**config.mk**
```make
export PLATFORM = sky130hd
export DESIGN_NAME = udrt_timer
export DESIGN_NICKNAME = d
export VERILOG_FILES = /design/src/design/udrt_pkg.sv /design/src/design/udrt_regbus_if.sv /design/src/design/udrt_timer.sv /design/src/design/udrt_pinsync.sv /design/src/design/udrt_apb.sv
export VERILOG_INCLUDE_DIRS = /design/src /design/src/design
export SDC_FILE = /design/constraint.sdc
export NUM_CORES = 1
export LEC_CHECK = 0
export ABC_AREA = 0
export BUFFER_PORTS_ARGS = -buffer_cell sky130_fd_sc_hd__buf_2
export CAP_MARGIN = 25
export CORE_MARGIN = 1.5
export CORE_UTILIZATION = 60
export CTS_BUF_LIST = sky130_fd_sc_hd__clkbuf_8
export DETAILED_ROUTE_END_ITERATION = 16
export GPL_ROUTABILITY_DRIVEN = 0
export GPL_TIMING_DRIVEN = 0
export PLACE_DENSITY = 0.85
export REMOVE_ABC_BUFFERS = 1
export SYNTH_ARGS = -nofsm -noshare
export SYNTH_HDL_FRONTEND = slang
export SYNTH_SLANG_ARGS = --single-unit
```
**constraint.sdc**
```tcl
create_clock -name pclk -period 4.3 [get_ports pclk]
set_input_delay 0.645 -clock pclk [delete_from_list [all_inputs] [get_ports pclk]]
set_output_delay 0.645 -clock pclk [all_outputs]
set_load 0.02 [all_outputs]
```
**src/design/udrt_defs.svh**
```systemverilog
// Constants of the up/down reload timer: register offsets, bit positions,
// reset values and timing counts.
// Assumes an APB slave with an 8-bit byte address and 32-bit data.
`ifndef UDRT_DEFS_SVH
`define UDRT_DEFS_SVH

// Register byte offsets; each register takes one aligned word.
`define UDRT_OFF_CTRL 8'h00
`define UDRT_OFF_MODE 8'h04
`define UDRT_OFF_CNTL 8'h08
`define UDRT_OFF_CNTH 8'h0C
`define UDRT_OFF_RLDL 8'h10
`define UDRT_OFF_RLDH 8'h14

// Field positions in timer_control_register.
`define UDRT_CTRL_OVF 7
`define UDRT_CTRL_EXF 6
`define UDRT_CTRL_RCLK 5
`define UDRT_CTRL_TRANSMIT_CLOCK_SELECT 4
`define UDRT_CTRL_EXEN 3
`define UDRT_CTRL_RUN 2
`define UDRT_CTRL_CT 1
`define UDRT_CTRL_CPRL 0

// Field positions in mode_control_register.
`define UDRT_MODE_OE 1
`define UDRT_MODE_UPDOWN_ENABLE_BIT 0

// Reset values.
`define UDRT_RST_CTRL 8'h00
`define UDRT_RST_MODE 2'h0
`define UDRT_RST_BYTE 8'h00

// Count limits and prescaler figures, in oscillator cycles.
`define UDRT_CNT_TOP 16'hFFFF
`define UDRT_CNT_ZERO 16'h0000
`define UDRT_TIMER_DIV 12
`define UDRT_FAST_DIV 2
`define UDRT_PRE_LAST 4'(`UDRT_TIMER_DIV - 1)

`endif

```
**src/design/udrt_pkg.sv**
```systemverilog
// Types shared by the up/down reload timer modules.
// Assumes udrt_defs.svh supplies the numeric constants.
package udrt_pkg;

    // Operating mode chosen by the serial clock selects, capture select and up/down enable.
    typedef enum logic [1:0] {
        UDRT_CAPTURE,
        UDRT_RELOAD,
        UDRT_UPDOWN,
        UDRT_BAUD
    } udrt_mode_t;

endpackage : udrt_pkg

```
**src/design/udrt_regbus_if.sv**
```systemverilog
// Register access path between the APB slave and the timer core.
// Assumes both ends run on pclk.
`timescale 1ns/1ps
interface udrt_regbus_if;
    logic wr_en; // One-cycle write strobe at the completing APB edge.
    logic [7:0] addr; // Byte address of the current transfer.
    logic [7:0] wdata; // Write data, low byte of the APB word.
    logic [7:0] rdata; // Read data of the addressed register.
    logic addr_ok; // High when the address hits a register.

    modport slave (output wr_en, output addr, output wdata, input rdata, input addr_ok);
    modport core (input wr_en, input addr, input wdata, output rdata, output addr_ok);
endinterface : udrt_regbus_if

```
**src/design/udrt_timer.sv**
```systemverilog
// Top of the up/down reload timer with clock output, reached over APB.
// Assumes pclk is the oscillator clock and presetn the core reset.
//
// Decided for this implementation: the register offsets and the APB register port.
`timescale 1ns/1ps
`include "udrt_defs.svh"

module udrt_timer (
    input wire logic pclk,
    input wire logic presetn,
    input wire logic psel,
    input wire logic penable,
    input wire logic pwrite,
    input wire logic [7:0] paddr,
    input wire logic [31:0] pwdata,
    output logic pready,
    output logic [31:0] prdata,
    output logic pslverr,
    input wire logic count_pin_i,
    output logic count_pin_o,
    output logic count_pin_oe,
    input wire logic direction_capture_pin_i,
    output logic timer_irq_req,
    output logic baud_tick
);

    // Register address decode, used by the read mux and the write strobes.
    function automatic logic udrt_hit(input logic [7:0] addr, input logic [7:0] offs);
        udrt_hit = (addr == offs);
    endfunction : udrt_hit

    udrt_regbus_if bus (); // Register path from the APB front end.

    // Software-visible state.
    logic [7:0] ctrl_ff; // timer_control_register.
    logic [1:0] mode_ff; // mode_control_register, clock_output_enable and updown_enable_bit.
    logic [7:0] count_low_byte_ff; // Low count byte.
    logic [7:0] count_high_byte_ff; // High count byte.
    logic [7:0] reload_low_byte_ff; // Low reload or capture byte.
    logic [7:0] reload_high_byte_ff; // High reload or capture byte.

    // Internal timing state.
    logic [3:0] pre_ff; // Divide-by-twelve prescaler.
    logic half_ff; // Divide-by-two phase for the fast modes.
    logic pin_out_ff; // Clock-out level.
    logic pin_oe_ff; // Drive enable of the shared pin.
    logic irq_ff; // Registered interrupt request.
    logic baud_ff; // Registered baud overflow pulse.

    // Synchronised pins: bit 0 is the count pin, bit 1 the direction pin.
    logic [1:0] pin_lvl;
    logic [1:0] pin_fall;

    udrt_apb u_apb (
        .pclk(pclk),
        .presetn(presetn),
        .psel(psel),
        .penable(penable),
        .pwrite(pwrite),
        .paddr(paddr),
        .pwdata(pwdata),
        .pready(pready),
        .prdata(prdata),
        .pslverr(pslverr),
        .bus(bus)
    );

    udrt_pinsync u_sync (
        .pclk(pclk),
        .presetn(presetn),
        .pin_i({direction_capture_pin_i, count_pin_i}),
        .level_o(pin_lvl),
        .fall_o(pin_fall)
    );

    // Control bit views.
    wire overflow_flag = ctrl_ff[`UDRT_CTRL_OVF];
    wire external_flag = ctrl_ff[`UDRT_CTRL_EXF];
    wire receive_clock_select = ctrl_ff[`UDRT_CTRL_RCLK];
    wire transmit_clock_select = ctrl_ff[`UDRT_CTRL_TRANSMIT_CLOCK_SELECT];
    wire external_enable_bit = ctrl_ff[`UDRT_CTRL_EXEN];
    wire run_control_bit = ctrl_ff[`UDRT_CTRL_RUN];
    wire counter_select_bit = ctrl_ff[`UDRT_CTRL_CT];
    wire capture_reload_select = ctrl_ff[`UDRT_CTRL_CPRL];
    wire clock_output_enable = mode_ff[`UDRT_MODE_OE];
    wire updown_enable_bit = mode_ff[`UDRT_MODE_UPDOWN_ENABLE_BIT];

    // Write strobes, one per register.
    wire wr_ctrl = bus.wr_en & udrt_hit(bus.addr, `UDRT_OFF_CTRL);
    wire wr_mode = bus.wr_en & udrt_hit(bus.addr, `UDRT_OFF_MODE);
    wire wr_cntl = bus.wr_en & udrt_hit(bus.addr, `UDRT_OFF_CNTL);
    wire wr_cnth = bus.wr_en & udrt_hit(bus.addr, `UDRT_OFF_CNTH);
    wire wr_rldl = bus.wr_en & udrt_hit(bus.addr, `UDRT_OFF_RLDL);
    wire wr_rldh = bus.wr_en & udrt_hit(bus.addr, `UDRT_OFF_RLDH);

    // Mode selection; either serial select overrides the capture select.
    wire baud_sel = receive_clock_select | transmit_clock_select;
    udrt_pkg::udrt_mode_t mode; // Current operating mode.
    assign mode = baud_sel ? udrt_pkg::UDRT_BAUD :
        capture_reload_select ? udrt_pkg::UDRT_CAPTURE :
        updown_enable_bit ? udrt_pkg::UDRT_UPDOWN : udrt_pkg::UDRT_RELOAD;

    // Clock-out needs timer operation; a set counter select keeps the pin an input.
    wire clkout = clock_output_enable & ~counter_select_bit;

    // Count input selection.
    wire tick12 = (pre_ff == `UDRT_PRE_LAST);
    wire tick2 = half_ff;
    wire fast = clkout | (mode == udrt_pkg::UDRT_BAUD);
    wire src_tick = counter_select_bit ? pin_fall[0] : (fast ? tick2 : tick12);
    wire inc = run_control_bit & src_tick;

    // Direction follows the synchronised pin only in up/down mode.
    wire is_updown = (mode == udrt_pkg::UDRT_UPDOWN);
    wire down = is_updown & ~pin_lvl[1];

    // Cascaded bytes: the low byte carry steps the high byte.
    wire [15:0] count = {count_high_byte_ff, count_low_byte_ff};
    wire [15:0] reload = {reload_high_byte_ff, reload_low_byte_ff};
    wire [8:0] low_up = {1'b0, count_low_byte_ff} + 9'h001;
    wire [7:0] high_up = count_high_byte_ff + {7'h00, low_up[8]};
    wire [15:0] count_dn = count - 16'h0001;

    // Wrap detection: past FFFFh going up, equal to reload going down.
    wire at_top = (count == `UDRT_CNT_TOP);
    wire at_reload = (count == reload);
    wire roll = inc & (down ? at_reload : at_top);

    // External pin events exist outside up/down and baud use.
    wire ext_evt = external_enable_bit & pin_fall[1] & ~is_updown & (mode != udrt_pkg::UDRT_BAUD);
    wire cap_evt = ext_evt & (mode == udrt_pkg::UDRT_CAPTURE);
    wire rld_evt = ext_evt & (mode == udrt_pkg::UDRT_RELOAD);

    // Value after a wrap: FFFFh after underflow, zero in capture, reload otherwise.
    wire [15:0] wrap_val = down ? `UDRT_CNT_TOP :
        (mode == udrt_pkg::UDRT_CAPTURE) ? `UDRT_CNT_ZERO : reload;

    // Next count from hardware alone.
    wire [15:0] hw_count = roll ? wrap_val :
        rld_evt ? reload :
        inc ? (down ? count_dn : {high_up, low_up[7:0]}) : count;

    // Flags: hardware set wins over a software clear in the same cycle.
    wire ovf_set = roll & (mode != udrt_pkg::UDRT_BAUD) & ~clkout;
    wire ovf_base = wr_ctrl ? bus.wdata[`UDRT_CTRL_OVF] : overflow_flag;
    wire exf_base = wr_ctrl ? bus.wdata[`UDRT_CTRL_EXF] : external_flag;
    wire exf_toggle = roll & is_updown;
    wire nxt_ovf = ovf_set | ovf_base;
    wire nxt_exf = exf_toggle ? ~exf_base : (ext_evt | exf_base);

    // Read mux; unmapped addresses read zero and are answered with an error.
    assign bus.addr_ok = udrt_hit(bus.addr, `UDRT_OFF_CTRL) | udrt_hit(bus.addr, `UDRT_OFF_MODE) |
        udrt_hit(bus.addr, `UDRT_OFF_CNTL) | udrt_hit(bus.addr, `UDRT_OFF_CNTH) |
        udrt_hit(bus.addr, `UDRT_OFF_RLDL) | udrt_hit(bus.addr, `UDRT_OFF_RLDH);
    assign bus.rdata = udrt_hit(bus.addr, `UDRT_OFF_CTRL) ? ctrl_ff :
        udrt_hit(bus.addr, `UDRT_OFF_MODE) ? {6'h00, mode_ff} :
        udrt_hit(bus.addr, `UDRT_OFF_CNTL) ? count_low_byte_ff :
        udrt_hit(bus.addr, `UDRT_OFF_CNTH) ? count_high_byte_ff :
        udrt_hit(bus.addr, `UDRT_OFF_RLDL) ? reload_low_byte_ff :
        udrt_hit(bus.addr, `UDRT_OFF_RLDH) ? reload_high_byte_ff : 8'h00;

    // Prescalers run freely so that the first tick after run is at most one period away.
    always_ff @(posedge pclk or negedge presetn) begin
        if (!presetn) begin
            pre_ff <= 4'h0;
            half_ff <= 1'b0;
        end else begin
            pre_ff <= tick12 ? 4'h0 : pre_ff + 4'h1;
            half_ff <= ~half_ff;
        end
    end

    // Control registers; flag bits follow the set-wins merge.
    always_ff @(posedge pclk or negedge presetn) begin
        if (!presetn) begin
            ctrl_ff <= `UDRT_RST_CTRL;
            mode_ff <= `UDRT_RST_MODE;
        end else begin
            ctrl_ff <= {nxt_ovf, nxt_exf, (wr_ctrl ? bus.wdata[5:0] : ctrl_ff[5:0])};
            if (wr_mode) begin
                mode_ff <= bus.wdata[1:0];
            end
        end
    end

    // Count bytes; a software write to a byte beats the hardware step for that byte.
    always_ff @(posedge pclk or negedge presetn) begin
        if (!presetn) begin
            count_low_byte_ff <= `UDRT_RST_BYTE;
            count_high_byte_ff <= `UDRT_RST_BYTE;
        end else begin
            count_low_byte_ff <= wr_cntl ? bus.wdata : hw_count[7:0];
            count_high_byte_ff <= wr_cnth ? bus.wdata : hw_count[15:8];
        end
    end

    // Reload bytes; a capture event copies the live count here.
    always_ff @(posedge pclk or negedge presetn) begin
        if (!presetn) begin
            reload_low_byte_ff <= `UDRT_RST_BYTE;
            reload_high_byte_ff <= `UDRT_RST_BYTE;
        end else begin
            if (wr_rldl) begin
                reload_low_byte_ff <= bus.wdata;
            end else if (cap_evt) begin
                reload_low_byte_ff <= count[7:0];
            end
            if (wr_rldh) begin
                reload_high_byte_ff <= bus.wdata;
            end else if (cap_evt) begin
                reload_high_byte_ff <= count[15:8];
            end
        end
    end

    // Clock output: one toggle per wrap gives two wraps per period, hence the factor four.
    // The level freezes when clock-out stops, which is harmless since the pin is released.
    always_ff @(posedge pclk or negedge presetn) begin
        if (!presetn) begin
            pin_out_ff <= 1'b0;
            pin_oe_ff <= 1'b0;
        end else begin
            if (clkout & roll) begin
                pin_out_ff <= ~pin_out_ff;
            end
            pin_oe_ff <= clkout;
        end
    end

    // Interrupt request and baud pulse; the external flag never interrupts in up/down mode.
    always_ff @(posedge pclk or negedge presetn) begin
        if (!presetn) begin
            irq_ff <= 1'b0;
            baud_ff <= 1'b0;
        end else begin
            irq_ff <= overflow_flag | (external_flag & ~updown_enable_bit);
            baud_ff <= roll & (mode == udrt_pkg::UDRT_BAUD);
        end
    end

    assign count_pin_o = pin_out_ff;
    assign count_pin_oe = pin_oe_ff;
    assign timer_irq_req = irq_ff;
    assign baud_tick = baud_ff;

endmodule : udrt_timer

```
**src/design/udrt_pinsync.sv**
```systemverilog
// Two-flop synchronisers with falling-edge detect for the external pins.
// Assumes the pins are asynchronous to pclk.
`timescale 1ns/1ps
module udrt_pinsync (
    input wire logic pclk,
    input wire logic presetn,
    input wire logic [1:0] pin_i,
    output logic [1:0] level_o,
    output logic [1:0] fall_o
);
    genvar gi;

    generate
        for (gi = 0; gi < 2; gi = gi + 1) begin : g_pin
            logic meta_ff; // First stage, read only by the second.
            logic sync_ff; // Second stage, safe to use.
            logic prev_ff; // Delayed copy for edge detection.

            // Resets high so that no false falling edge appears after reset.
            always_ff @(posedge pclk or negedge presetn) begin
                if (!presetn) begin
                    meta_ff <= 1'b1;
                    sync_ff <= 1'b1;
                    prev_ff <= 1'b1;
                end else begin
                    meta_ff <= pin_i[gi];
                    sync_ff <= meta_ff;
                    prev_ff <= sync_ff;
                end
            end

            assign level_o[gi] = sync_ff;
            assign fall_o[gi] = prev_ff & ~sync_ff;
        end
    endgenerate
endmodule : udrt_pinsync

```
**src/design/udrt_apb.sv**
```systemverilog
// APB slave front end: no wait state, registered answer.
// Assumes the core decodes the address and returns read data combinationally.
`timescale 1ns/1ps
module udrt_apb (
    input wire logic pclk,
    input wire logic presetn,
    input wire logic psel,
    input wire logic penable,
    input wire logic pwrite,
    input wire logic [7:0] paddr,
    input wire logic [31:0] pwdata,
    output logic pready,
    output logic [31:0] prdata,
    output logic pslverr,
    udrt_regbus_if.slave bus
);
    logic pready_ff; // Answer flag, high for the access cycle only.
    logic [7:0] prdata_ff; // Read data caught in the setup cycle.
    logic pslverr_ff; // Error answer for unmapped addresses.
    wire setup_w = psel & ~penable; // Setup cycle of a transfer.

    // The answer is prepared in the setup cycle so that every output comes from a flop.
    always_ff @(posedge pclk or negedge presetn) begin
        if (!presetn) begin
            pready_ff <= 1'b0;
            prdata_ff <= 8'h00;
            pslverr_ff <= 1'b0;
        end else begin
            pready_ff <= setup_w;
            prdata_ff <= (setup_w & ~pwrite) ? bus.rdata : 8'h00;
            pslverr_ff <= setup_w & ~bus.addr_ok;
        end
    end

    // A write takes effect only at the edge that completes the access, and never to an unmapped word.
    assign bus.wr_en = psel & penable & pready_ff & pwrite & bus.addr_ok;
    assign bus.addr = paddr;
    assign bus.wdata = pwdata[7:0];
    assign pready = pready_ff;
    assign prdata = {24'h000000, prdata_ff};
    assign pslverr = pslverr_ff;
endmodule : udrt_apb

```
# [Word-level counts from Yosys, hierarchy flattened]
# Cells that the tools add are included.
[totals] ff_bits=67 latch_bits=0 ram_bits=0 romBits=0 in_bits=47 out_inout_bits=38 word_cells=125 mem_count=0
[op_classes] add_sub_neg=4 mul=0 div=0 order_cmp=0 eq_ne=12 n_shift=0 mux=29 bitwise=52 reduce_logical=6
[op_table] cell="$mux W8" count=13
[op_table] cell="$mux W16" count=6
[op_table] cell="$and A1 B1 Y1" count=30
[op_table] cell="$eq A16 B16 Y1" count=1
[op_table] cell="$eq A16 B16 Y1 const B" count=1
[op_table] cell="$eq A8 B4 Y1 const B" count=2
[op_table] cell="$eq A8 B5 Y1 const B" count=2
[op_table] cell="$sub A16 B1 Y16 const B" count=1
[op_table] cell="$not A1 Y1" count=12
[op_table] cell="$or A1 B1 Y1" count=10
[op_table] cell="$add A8 B1 Y9 const B" count=1
[op_table] cell="$add A8 B1 Y8" count=1
[op_table] cell="$eq A8 B3 Y1 const B" count=1
[op_table] cell="$logic_not A8 Y1" count=1
[op_table] cell="$reduce_bool A4 Y1" count=2
[op_table] cell="$mux W1" count=6
[op_table] cell="$mux W2" count=3
[op_table] cell="$add A4 B1 Y4 const B" count=1
[op_table] cell="$eq A2 B2 Y1 const B" count=2
[op_table] cell="$eq A4 B4 Y1 const B" count=1
[op_table] cell="$mux W4" count=1
[op_table] cell="$reduce_bool A2 Y1" count=2
[op_table] cell="$eq A2 B1 Y1 const B" count=1
[op_table] cell="$logic_not A2 Y1" count=1
[op_table] cell="$ne A2 B2 Y1 const B" count=1

# [Depth between registers and ports, before layout]
# Gate-level depths: netlist of run 1.
[logic_depth] depth_word=12 ltp_mapped=13 mapped_depth_nobuf=12

# [Hierarchy]
# A second synthesis of run 1 with hierarchy kept.
[hier_totals] cells_unflattened=529 hier_area_um2=4719.5
[modules_own_cells] module="udrt_timer" instances=1 cells_each=454 area_each_um2=3866.2 seq_area_each_um2=1276.2
[modules_own_cells] module="udrt_apb" instances=1 cells_each=65 area_each_um2=653.1 seq_area_each_um2=250.2
[modules_own_cells] module="udrt_pinsync" instances=1 cells_each=10 area_each_um2=200.2 seq_area_each_um2=157.7

# [Least setup slack after synthesis of run 1]
# No wires, ideal clock.
[synth_timing] kind="flip-flop to flip-flop" from="register ctrl_ff[5]" to="register count_high_byte_ff[3]" setup_time_ps=124 arrival_ps=2480 t_required_ps=4176 slack_ps=1696 path_stages_with_launch=10 path_buffers=1 synth_period_minus_slack_ps=2604 cell_sequence="dfrtp_1 -> nor3_4 -> nand2_2 -> or4_1 -> o211ai_2 -> nand4b_4 -> mux2_4 -> buf_6 -> a221oi_2 -> nor3_1"
[synth_between] elab_chain_cells=10 word_cells_on_any_way=26 cone_classes="eq/ne (4); mux (11); bitwise (9); reduce/logical (2)"
[synth_rtl] item="start, declared" line="udrt_timer.sv:35" rtl="logic [7:0] ctrl_ff;"
[synth_rtl] item="start signal, assigned" line="udrt_timer.sv:176" rtl="ctrl_ff <= `UDRT_RST_CTRL;"
[synth_rtl] item="start signal, assigned" line="udrt_timer.sv:179" rtl="ctrl_ff <= {nxt_ovf, nxt_exf, (wr_ctrl ? bus.wdata[5:0] : ctrl_ff[5:0])};"
[synth_rtl] item="$or A1 B1 Y1 (*)" line="udrt_timer.sv:97" rtl="wire baud_sel = receive_clock_select | transmit_clock_select;"
[synth_rtl] item="$mux W2 (*)" line="udrt_timer.sv:99" rtl="assign mode = baud_sel ? udrt_pkg::UDRT_BAUD :"
[synth_rtl] item="$eq A2 B2 Y1 (on tied branches)" line="udrt_timer.sv:109, udrt_timer.sv:114"
[synth_rtl] item="$or A1 B1 Y1 or $not A1 Y1 (tied branches)" line="udrt_timer.sv:109, udrt_timer.sv:130"
[synth_rtl] item="$mux W1 or $and A1 B1 Y1 (tied branches) (2 in a row)" line="udrt_timer.sv:110, udrt_timer.sv:130"
[synth_rtl] item="$and A1 B1 Y1 (on tied branches)" line="udrt_timer.sv:111, udrt_timer.sv:132"
[synth_rtl] item="$and A1 B1 Y1 or $mux W16 (tied branches)" line="udrt_timer.sv:127, udrt_timer.sv:140"
[synth_rtl] item="$mux W16" line="udrt_timer.sv:139" rtl="wire [15:0] hw_count = roll ? wrap_val :"
[synth_rtl] item="$mux W8" line="udrt_timer.sv:193" rtl="count_high_byte_ff <= wr_cnth ? bus.wdata : hw_count[15:8];"
[synth_rtl] item="end signal, assigned" line="udrt_timer.sv:190" rtl="count_high_byte_ff <= `UDRT_RST_BYTE;"
[synth_rtl] item="end signal, assigned" line="udrt_timer.sv:193"
[synth_rtl] item="end, declared" line="udrt_timer.sv:38" rtl="logic [7:0] count_high_byte_ff;"
# Mark *: on every way between the ends. The rest lies on a longest branch, timed or not. The select of a mux whose other input is x is not followed.
# A chain may end at the register's enable or synchronous reset.

# [Worst setup path in the final report of run 1]
[layout_timing] from="register mode_ff[0]" to="register count_low_byte_ff[4]"
[layout_between] elab_chain_cells=11 word_cells_on_any_way=27 cone_classes="eq/ne (4); mux (13); bitwise (8); reduce/logical (2)"
[layout_rtl] item="start, declared" line="udrt_timer.sv:36" rtl="logic [1:0] mode_ff;"
[layout_rtl] item="start signal, assigned" line="udrt_timer.sv:177" rtl="mode_ff <= `UDRT_RST_MODE;"
[layout_rtl] item="start signal, assigned" line="udrt_timer.sv:181" rtl="mode_ff <= bus.wdata[1:0];"
[layout_rtl] item="$mux W2 (*)" line="udrt_timer.sv:101" rtl="updown_enable_bit ? udrt_pkg::UDRT_UPDOWN : udrt_pkg::UDRT_RELOAD;"
[layout_rtl] item="$mux W2 (*)" line="udrt_timer.sv:100" rtl="capture_reload_select ? udrt_pkg::UDRT_CAPTURE :"
[layout_rtl] item="$mux W2 (*)" line="udrt_timer.sv:99"
[layout_rtl] item="$eq A2 B2 Y1 (on tied branches)" line="udrt_timer.sv:109, udrt_timer.sv:114"
[layout_rtl] item="$or A1 B1 Y1 or $not A1 Y1 (tied branches)" line="udrt_timer.sv:109, udrt_timer.sv:130"
[layout_rtl] item="$mux W1 or $and A1 B1 Y1 (tied branches) (2 in a row)" line="udrt_timer.sv:110, udrt_timer.sv:130"
[layout_rtl] item="$and A1 B1 Y1 (on tied branches)" line="udrt_timer.sv:111, udrt_timer.sv:132"
[layout_rtl] item="$and A1 B1 Y1 or $mux W16 (tied branches)" line="udrt_timer.sv:127, udrt_timer.sv:140"
[layout_rtl] item="$mux W16" line="udrt_timer.sv:139"
[layout_rtl] item="$mux W8" line="udrt_timer.sv:192" rtl="count_low_byte_ff <= wr_cntl ? bus.wdata : hw_count[7:0];"
[layout_rtl] item="end signal, assigned" line="udrt_timer.sv:189" rtl="count_low_byte_ff <= `UDRT_RST_BYTE;"
[layout_rtl] item="end signal, assigned" line="udrt_timer.sv:192"
[layout_rtl] item="end, declared" line="udrt_timer.sv:37" rtl="logic [7:0] count_low_byte_ff;"
# Marked as above.

==> results_dict.tcl, run 1 <==
set metrics [dict create \
    status "completed" \
    portBuffers 36 \
    tightestPinTransition_ns 0.9190 \
    start_util 0.6272 \
    clock_skew_ns 0.01035 \
    period_needed_ns 3.827 \
    post_drt_wl_per_cell_um 19.36 \
    grt_pass1_wl_mm 20.66 \
    synth_enable_flop_cells 0 \
    irDropWorstVdd_mv 0.1689 \
    layout-drive-gt1-share 0.1574 \
    critPathCaptureType "register" \
    groute.usage.overall 0.3218 \
    grt_max_degree 68 \
    criticalPathCategory "register to register" \
    critPathMaxFanout 22 \
    clk_pin_slew_worst_paths_ns 0.08 \
    synthArstFlopShare 1.000 \
    synth_top_area_share 0.3320 \
    maxCapViolCount 0 \
    cp_data_required_time_ns 4.55 \
    clockRootBuffer "clkbuf_8" \
    slew_violations 0 \
    antenna_found_initial 0 \
    nFillCells 561 \
    cts_resized 0 \
    worst_setup_path_start_kind "register" \
    io_pins 85 \
    grt_pass1_vias 4056 \
    cts_hold_buf 0 \
    netlist_area_um2 4598 \
    finalSetupViolations 0 \
    synth.distinct_cells 65 \
    htree_levels 3 \
    path_cells "nor2b_1 > nand2_2 > or4_1 > o211ai_2 > nand4b_4 > o21ai_1 > nor2_1 > a311oi_1" \
    path_delay_family "simple AND/OR/NAND/NOR gates" \
    n_antenna_cell 0 \
    clock_latency_ns 0.36 \
    post_cts_buffers 0 \
    leakagePower_nw 2.169 \
    yosysTopAreaCell "dfrtp_1" \
    ys.flop_type "dfrtp_1" \
    die_w_um 90.54 \
    overflow 0 \
    drtIter0Drc 764 \
    relSlewSlack 0.3826 \
    fmax_mhz 261.3 \
    die-area_um2 8197 \
    cts_tree "done" \
    synth_cells 540 \
    drt-total-wl_mm 12.74 \
    drt_first_pass_iters 7 \
    final_nets 606 \
    hold_viol_final 0 \
    ys_seq_area_frac 0.3663 \
    avgSynthCellArea_um2 8.515 \
    synth_area_leaders "dfrtp_1, o21ai_0, nand2_1" \
    ys_ff_latch 67 \
    utilization 0.6697 \
    rows 31 \
    hpwl_mm 8.644 \
    critPathMaxStageDelay_ns 0.67 \
    coreArea_um2 7331 \
    via_count 4431 \
    area_growth_pct 6.776 \
    chipHeight_um 90.54 \
    crit_arrival_ns 4.08 \
    crit_slowest_cell "nor2b_1" \
    cts-buffers-inserted 9 \
    via_per_inst 6.734 \
    ctsLongestPathBuffers 2 \
    rsz0062_at_grt "no" \
    hold_class "input pin to asynchronous set/reset pin" \
    yosys_warnings 0 \
    antenna_left 0 \
    hold_slack_ns 0.3661 \
    drc 0 \
    fin_crit_sh 0.8899 \
    critPathBufInv 0 \
    cellPowerDensity_nw_per_um2 275.5 \
    fin_tns_setup_ns 0 \
    clock_sinks 67 \
]
## state kept, by name, summed over array words and instances, names as in the netlist, 2 cells and up
signal	count
u_sync.g_pin.sync_ff	2
reload_high_byte_ff	8
mode_ff	2
u_apb.prdata_ff	8
count_low_byte_ff	8
u_sync.g_pin.meta_ff	2
pre_ff	4
u_sync.g_pin.prev_ff	2
reload_low_byte_ff	8
ctrl_ff	8
count_high_byte_ff	8
## stage by stage
step / total power, mW / setup WS (ns) / cells / area, µm²
6_report: 1.353 / 0.4734 / 658 / 4910
5_1_grt: 1.405 / 0.4476 / 658 / 4910
4_1_cts: 1.354 / 0.6753 / 656 / 4895
3_5_place_dp: 0.8068 / 0.7175 / 640 / 4686
3_3_place_gp: 0.8015 / 0.8461 / 637 / 4652
2_1_floorplan: 0.7500 / 1.410 / 502 / 4348
## worst reg2reg max path: cells and delay by family, from the launching register on
family           cells  cell delay [ns]
AO/OA/AOI/OAI        3             1.09
AND/OR/NAND/NOR      5             2.16
flip-flops           1             0.47
## Yosys cell counts (all sizes together) (3+ instances only)
cell and instances:
mux2 10, nor4 5, o22ai 7, nor2 50
o211ai 3, nand2b 3, nand2 57, dfstp 6
o31ai 5, inv 11, buf 33, a21oi 39
a22oi 6, a311oi 3, xor2 15, nand3 14
dfrtp 61, o21ai 49, and2 3, and3 7
clkbuf 28, a211oi 3, xnor2 9, nor4b 3
or3 6, ha 5, a32oi 11, nand4 4
mux2i 17, a221oi 10, nor3 23, nor2b 3
a31oi 5
## per-layer routing
metal | track usage | routed length, µm | part of all wire
met1 | 0.4207 | 4841 | 0.38
met2 | 0.4793 | 5686 | 0.45
met3 | 0.06481 | 1404 | 0.11
met4 | 0.2196 | 808 | 0.063
met5 | 0 | 0 | 0
## kinds of logic (layout without fill, tap and decap cells)
logic type / count (synthesis) / count (layout) / synth area share
adders and majority gates: 5 / 5 / 0.01361
DFF: 67 / 67 / 0.3663
and+or+nand+nor: 193 / 193 / 0.2169
AOI/OAI and AO/OA: 151 / 151 / 0.2122
muxes: 27 / 27 / 0.06231
xor gates and xnor gates: 24 / 24 / 0.04572
buffers and inverters: 72 / 68 / 0.08218
other: 1 / 24 / 0.0008155
## layout make-up
type | count | area (µm²) | area share
clock buffers | 10 | 137.6 | 0.02803
clock inverters | 6 | 71.32 | 0.01453
inverters | 11 | 41.29 | 0.008410
multi-input cells | 424 | 2623 | 0.5341
flip-flops and latches | 67 | 1684 | 0.3430
well taps | 99 | 123.9 | 0.02523
repair buffers | 41 | 229.0 | 0.04664
## cell usage in the layout (no fill, tap or decap), types with 14 or more instances in the layout
master and n:
a21oi_1 39, nand2_1 56, xor2_1 15, conb_1 24, mux2i_1 17, nand3_1 14
buf_2 36, dfrtp_1 61, nor2_1 49, o21ai_0 47, nor3_1 22
## power breakdown
part	switching (mW)	internal [mW]
Combinational	0.0846	0.0381
Clock	0.265	0.288
Sequential	0.0298	0.647
Total	0.380	0.973
## final timing paths
kind | from | endpoint | slack (ns) | cells past startpoint
worst min-delay path | presetn | u_apb.pready | 0.37 | 1
worst max-delay path | mode_ff[0] | count_low_byte_ff[4] | 0.47 | 8
max in group asynchronous | presetn | reload_high_byte_ff[1] | 3.37 | 1
worst min register to register | u_sync.g_pin[0].sync_ff | u_sync.g_pin[0].prev_ff | 0.37 | 0
min in group pclk | u_sync.g_pin[0].sync_ff | u_sync.g_pin[0].prev_ff | 0.37 | 0
worst max register to register | mode_ff[0] | count_low_byte_ff[4] | 0.47 | 8
No activity file was read; power rests on OpenSTA's default activity.
==> inputs of run 2 (changes only) <==
- MAX_ROUTING_LAYER: default -> met4
- SLEW_MARGIN: default -> 0
==> results_dict.tcl, run 2 (same netlist as run 1, synthesis figures left out) <==
set metrics [dict create \
    portBuffers 36 \
    area_growth_pct 6.776 \
    p_int_uw 973.1 \
    critPathMaxStageDelay_ns 0.67 \
    sw_frac_of_total 0.2823 \
    critPathCaptureType "register" \
    worst_setup_path_start_kind "register" \
    path_cells "nor2b_1 > nand2_2 > or4_1 > o211ai_2 > nand4b_4 > o21ai_1 > nor2_1 > a311oi_1" \
    drc 0 \
    grt_pass1_vias 4064 \
    rsz0062_at_grt "no" \
    groute.usage.overall 0.3310 \
    power_frac_clock 0.410 \
    cellPowerDensity_nw_per_um2 276.2 \
    criticalPathCategory "register to register" \
    post_cts_buffers 0 \
    r2r_end "count_low_byte_ff[4]" \
    tightestPinTransition_ns 0.8842 \
    clock_skew_ns 0.01536 \
    final_cell_mix "dfrtp_1, nand2_1, nor2_1, o21ai_0, a21oi_1" \
    critPathBufInv 0 \
    path_delay_family "simple AND/OR/NAND/NOR gates" \
    die-area_um2 8197 \
    finalSetupViolations 0 \
    chipHeight_um 90.54 \
    min_to "u_sync.g_pin[0].prev_ff" \
    grt_pass1_wl_mm 20.62 \
    hold_class "register to register" \
    rows 31 \
    finalWorstSetupSlack_ns 0.4817 \
    start_util 0.6272 \
    via_count 4410 \
    post_drt_wl_per_cell_um 19.39 \
    grt_use_met2 0.4787 \
    final_nets 606 \
    layout-drive-gt1-share 0.1574 \
    htree_levels 3 \
    hpwl_mm 8.644 \
    min_from "u_sync.g_pin[0].sync_ff" \
    critPathMaxFanout 22 \
    ctsLongestPathBuffers 2 \
    r2r-start "mode_ff[0]" \
    cts_hold_buf 0 \
    maxCapViolCount 0 \
    p_sw_uw 382.8 \
    fin_crit_sh 0.8880 \
    status "completed" \
    fmax_mhz 261.9 \
    relSlewSlack 0.4060 \
    antenna_found_initial 0 \
    clock_sinks 67 \
    grt_util_met1 0.4234 \
    final_common_cell "dfrtp_1" \
    crit_arrival_ns 4.06 \
    drtIter0Drc 677 \
    clock_latency_ns 0.37 \
    pre_cts_ws_ns 0.7175 \
    cp_data_required_time_ns 4.55 \
    clockRootBuffer "clkbuf_8" \
    use_met3 0.06313 \
    n_antenna_cell 0 \
    hold_depth 0 \
    hold_slack_ns 0.3664 \
    cts_tree "done" \
    cts_resized 0 \
    cts-buffers-inserted 9 \
    via_per_inst 6.702 \
    drt_first_pass_iters 5 \
    antenna_left 0 \
    clk_pin_slew_worst_paths_ns 0.07 \
    grt_max_degree 68 \
    drt-total-wl_mm 12.76 \
    fin_tns_setup_ns 0 \
    irDropWorstVdd_mv 0.1694 \
    slew_violations 0 \
    overflow 0 \
    hold_viol_final 0 \
    crit_slowest_cell "nor2b_1" \
    top_usage_layer "met2" \
    io_pins 85 \
    r2r_setup_slack_ns 0.48 \
    die_w_um 90.54 \
    period_needed_ns 3.818 \
    coreArea_um2 7331 \
    p_seq_frac 0.499 \
    r2r_cells 8 \
    leakagePower_nw 2.169 \
    comb_power_share 0.091 \
]
[run 2: how the worst max path moves through the flow]
stage / startpoint / end / slack, ns / cells after the start
2_1_floorplan: mode_ff[0] / count_low_byte_ff[2] / 1.41 / 8
3_3_place_gp: mode_ff[0] / count_low_byte_ff[4] / 0.85 / 8
3_5_place_dp: mode_ff[0] / count_low_byte_ff[4] / 0.72 / 8
4_1_cts: mode_ff[0] / count_low_byte_ff[4] / 0.68 / 8
5_1_grt: mode_ff[0] / count_low_byte_ff[4] / 0.45 / 8
6_report: mode_ff[0] / count_low_byte_ff[4] / 0.48 / 8
[run 2: layout make-up]
class | count | area [µm²]
Clock buffer | 10 | 137.6
Fill cell | 561 | 2421
Inverter | 11 | 41.29
Sequential cell | 67 | 1684
Timing Repair Buffer | 41 | 229.0
Clock inverter | 6 | 71.32
Tap cell | 99 | 123.9
Multi-Input combinational cell | 424 | 2623
[run 2: per-stage QoR]
step | total power, mW | area, µm² | instances | utilization
floorplan | 0.7500 | 4348 | 502 | -
global placement | 0.8015 | 4652 | 637 | 0.6346
detailed placement | 0.8068 | 4686 | 640 | 0.6392
CTS | 1.354 | 4895 | 656 | 0.6677
global route | 1.405 | 4910 | 658 | 0.6697
finish | 1.356 | 4910 | 658 | 0.6697
[run 2: per-layer routing]
metal,up-vias,share of wire,wire (µm)
li1,1944,-,-
met1,2057,0.39,4953
met2,326,0.44,5645
met3,83,0.11,1373
met4,0,0.062,788
met5,-,0,0
[run 2: power groups by stage]
stage	clock (mW)	combinational (mW)	sequential, mW
CTS	0.558	0.121	0.675
detailed placement	0	0.120	0.687
global placement	0	0.116	0.685
global route	0.592	0.134	0.679
finish	0.556	0.123	0.677
floorplan	0	0.0698	0.680
[run 2: worst reg2reg max path, delay by kind of cell (launching register included)]
family / cells / cell delay (ns)
AND/OR/NAND/NOR: 5 / 2.14
flip-flops: 1 / 0.47
AO/OA/AOI/OAI: 3 / 1.10
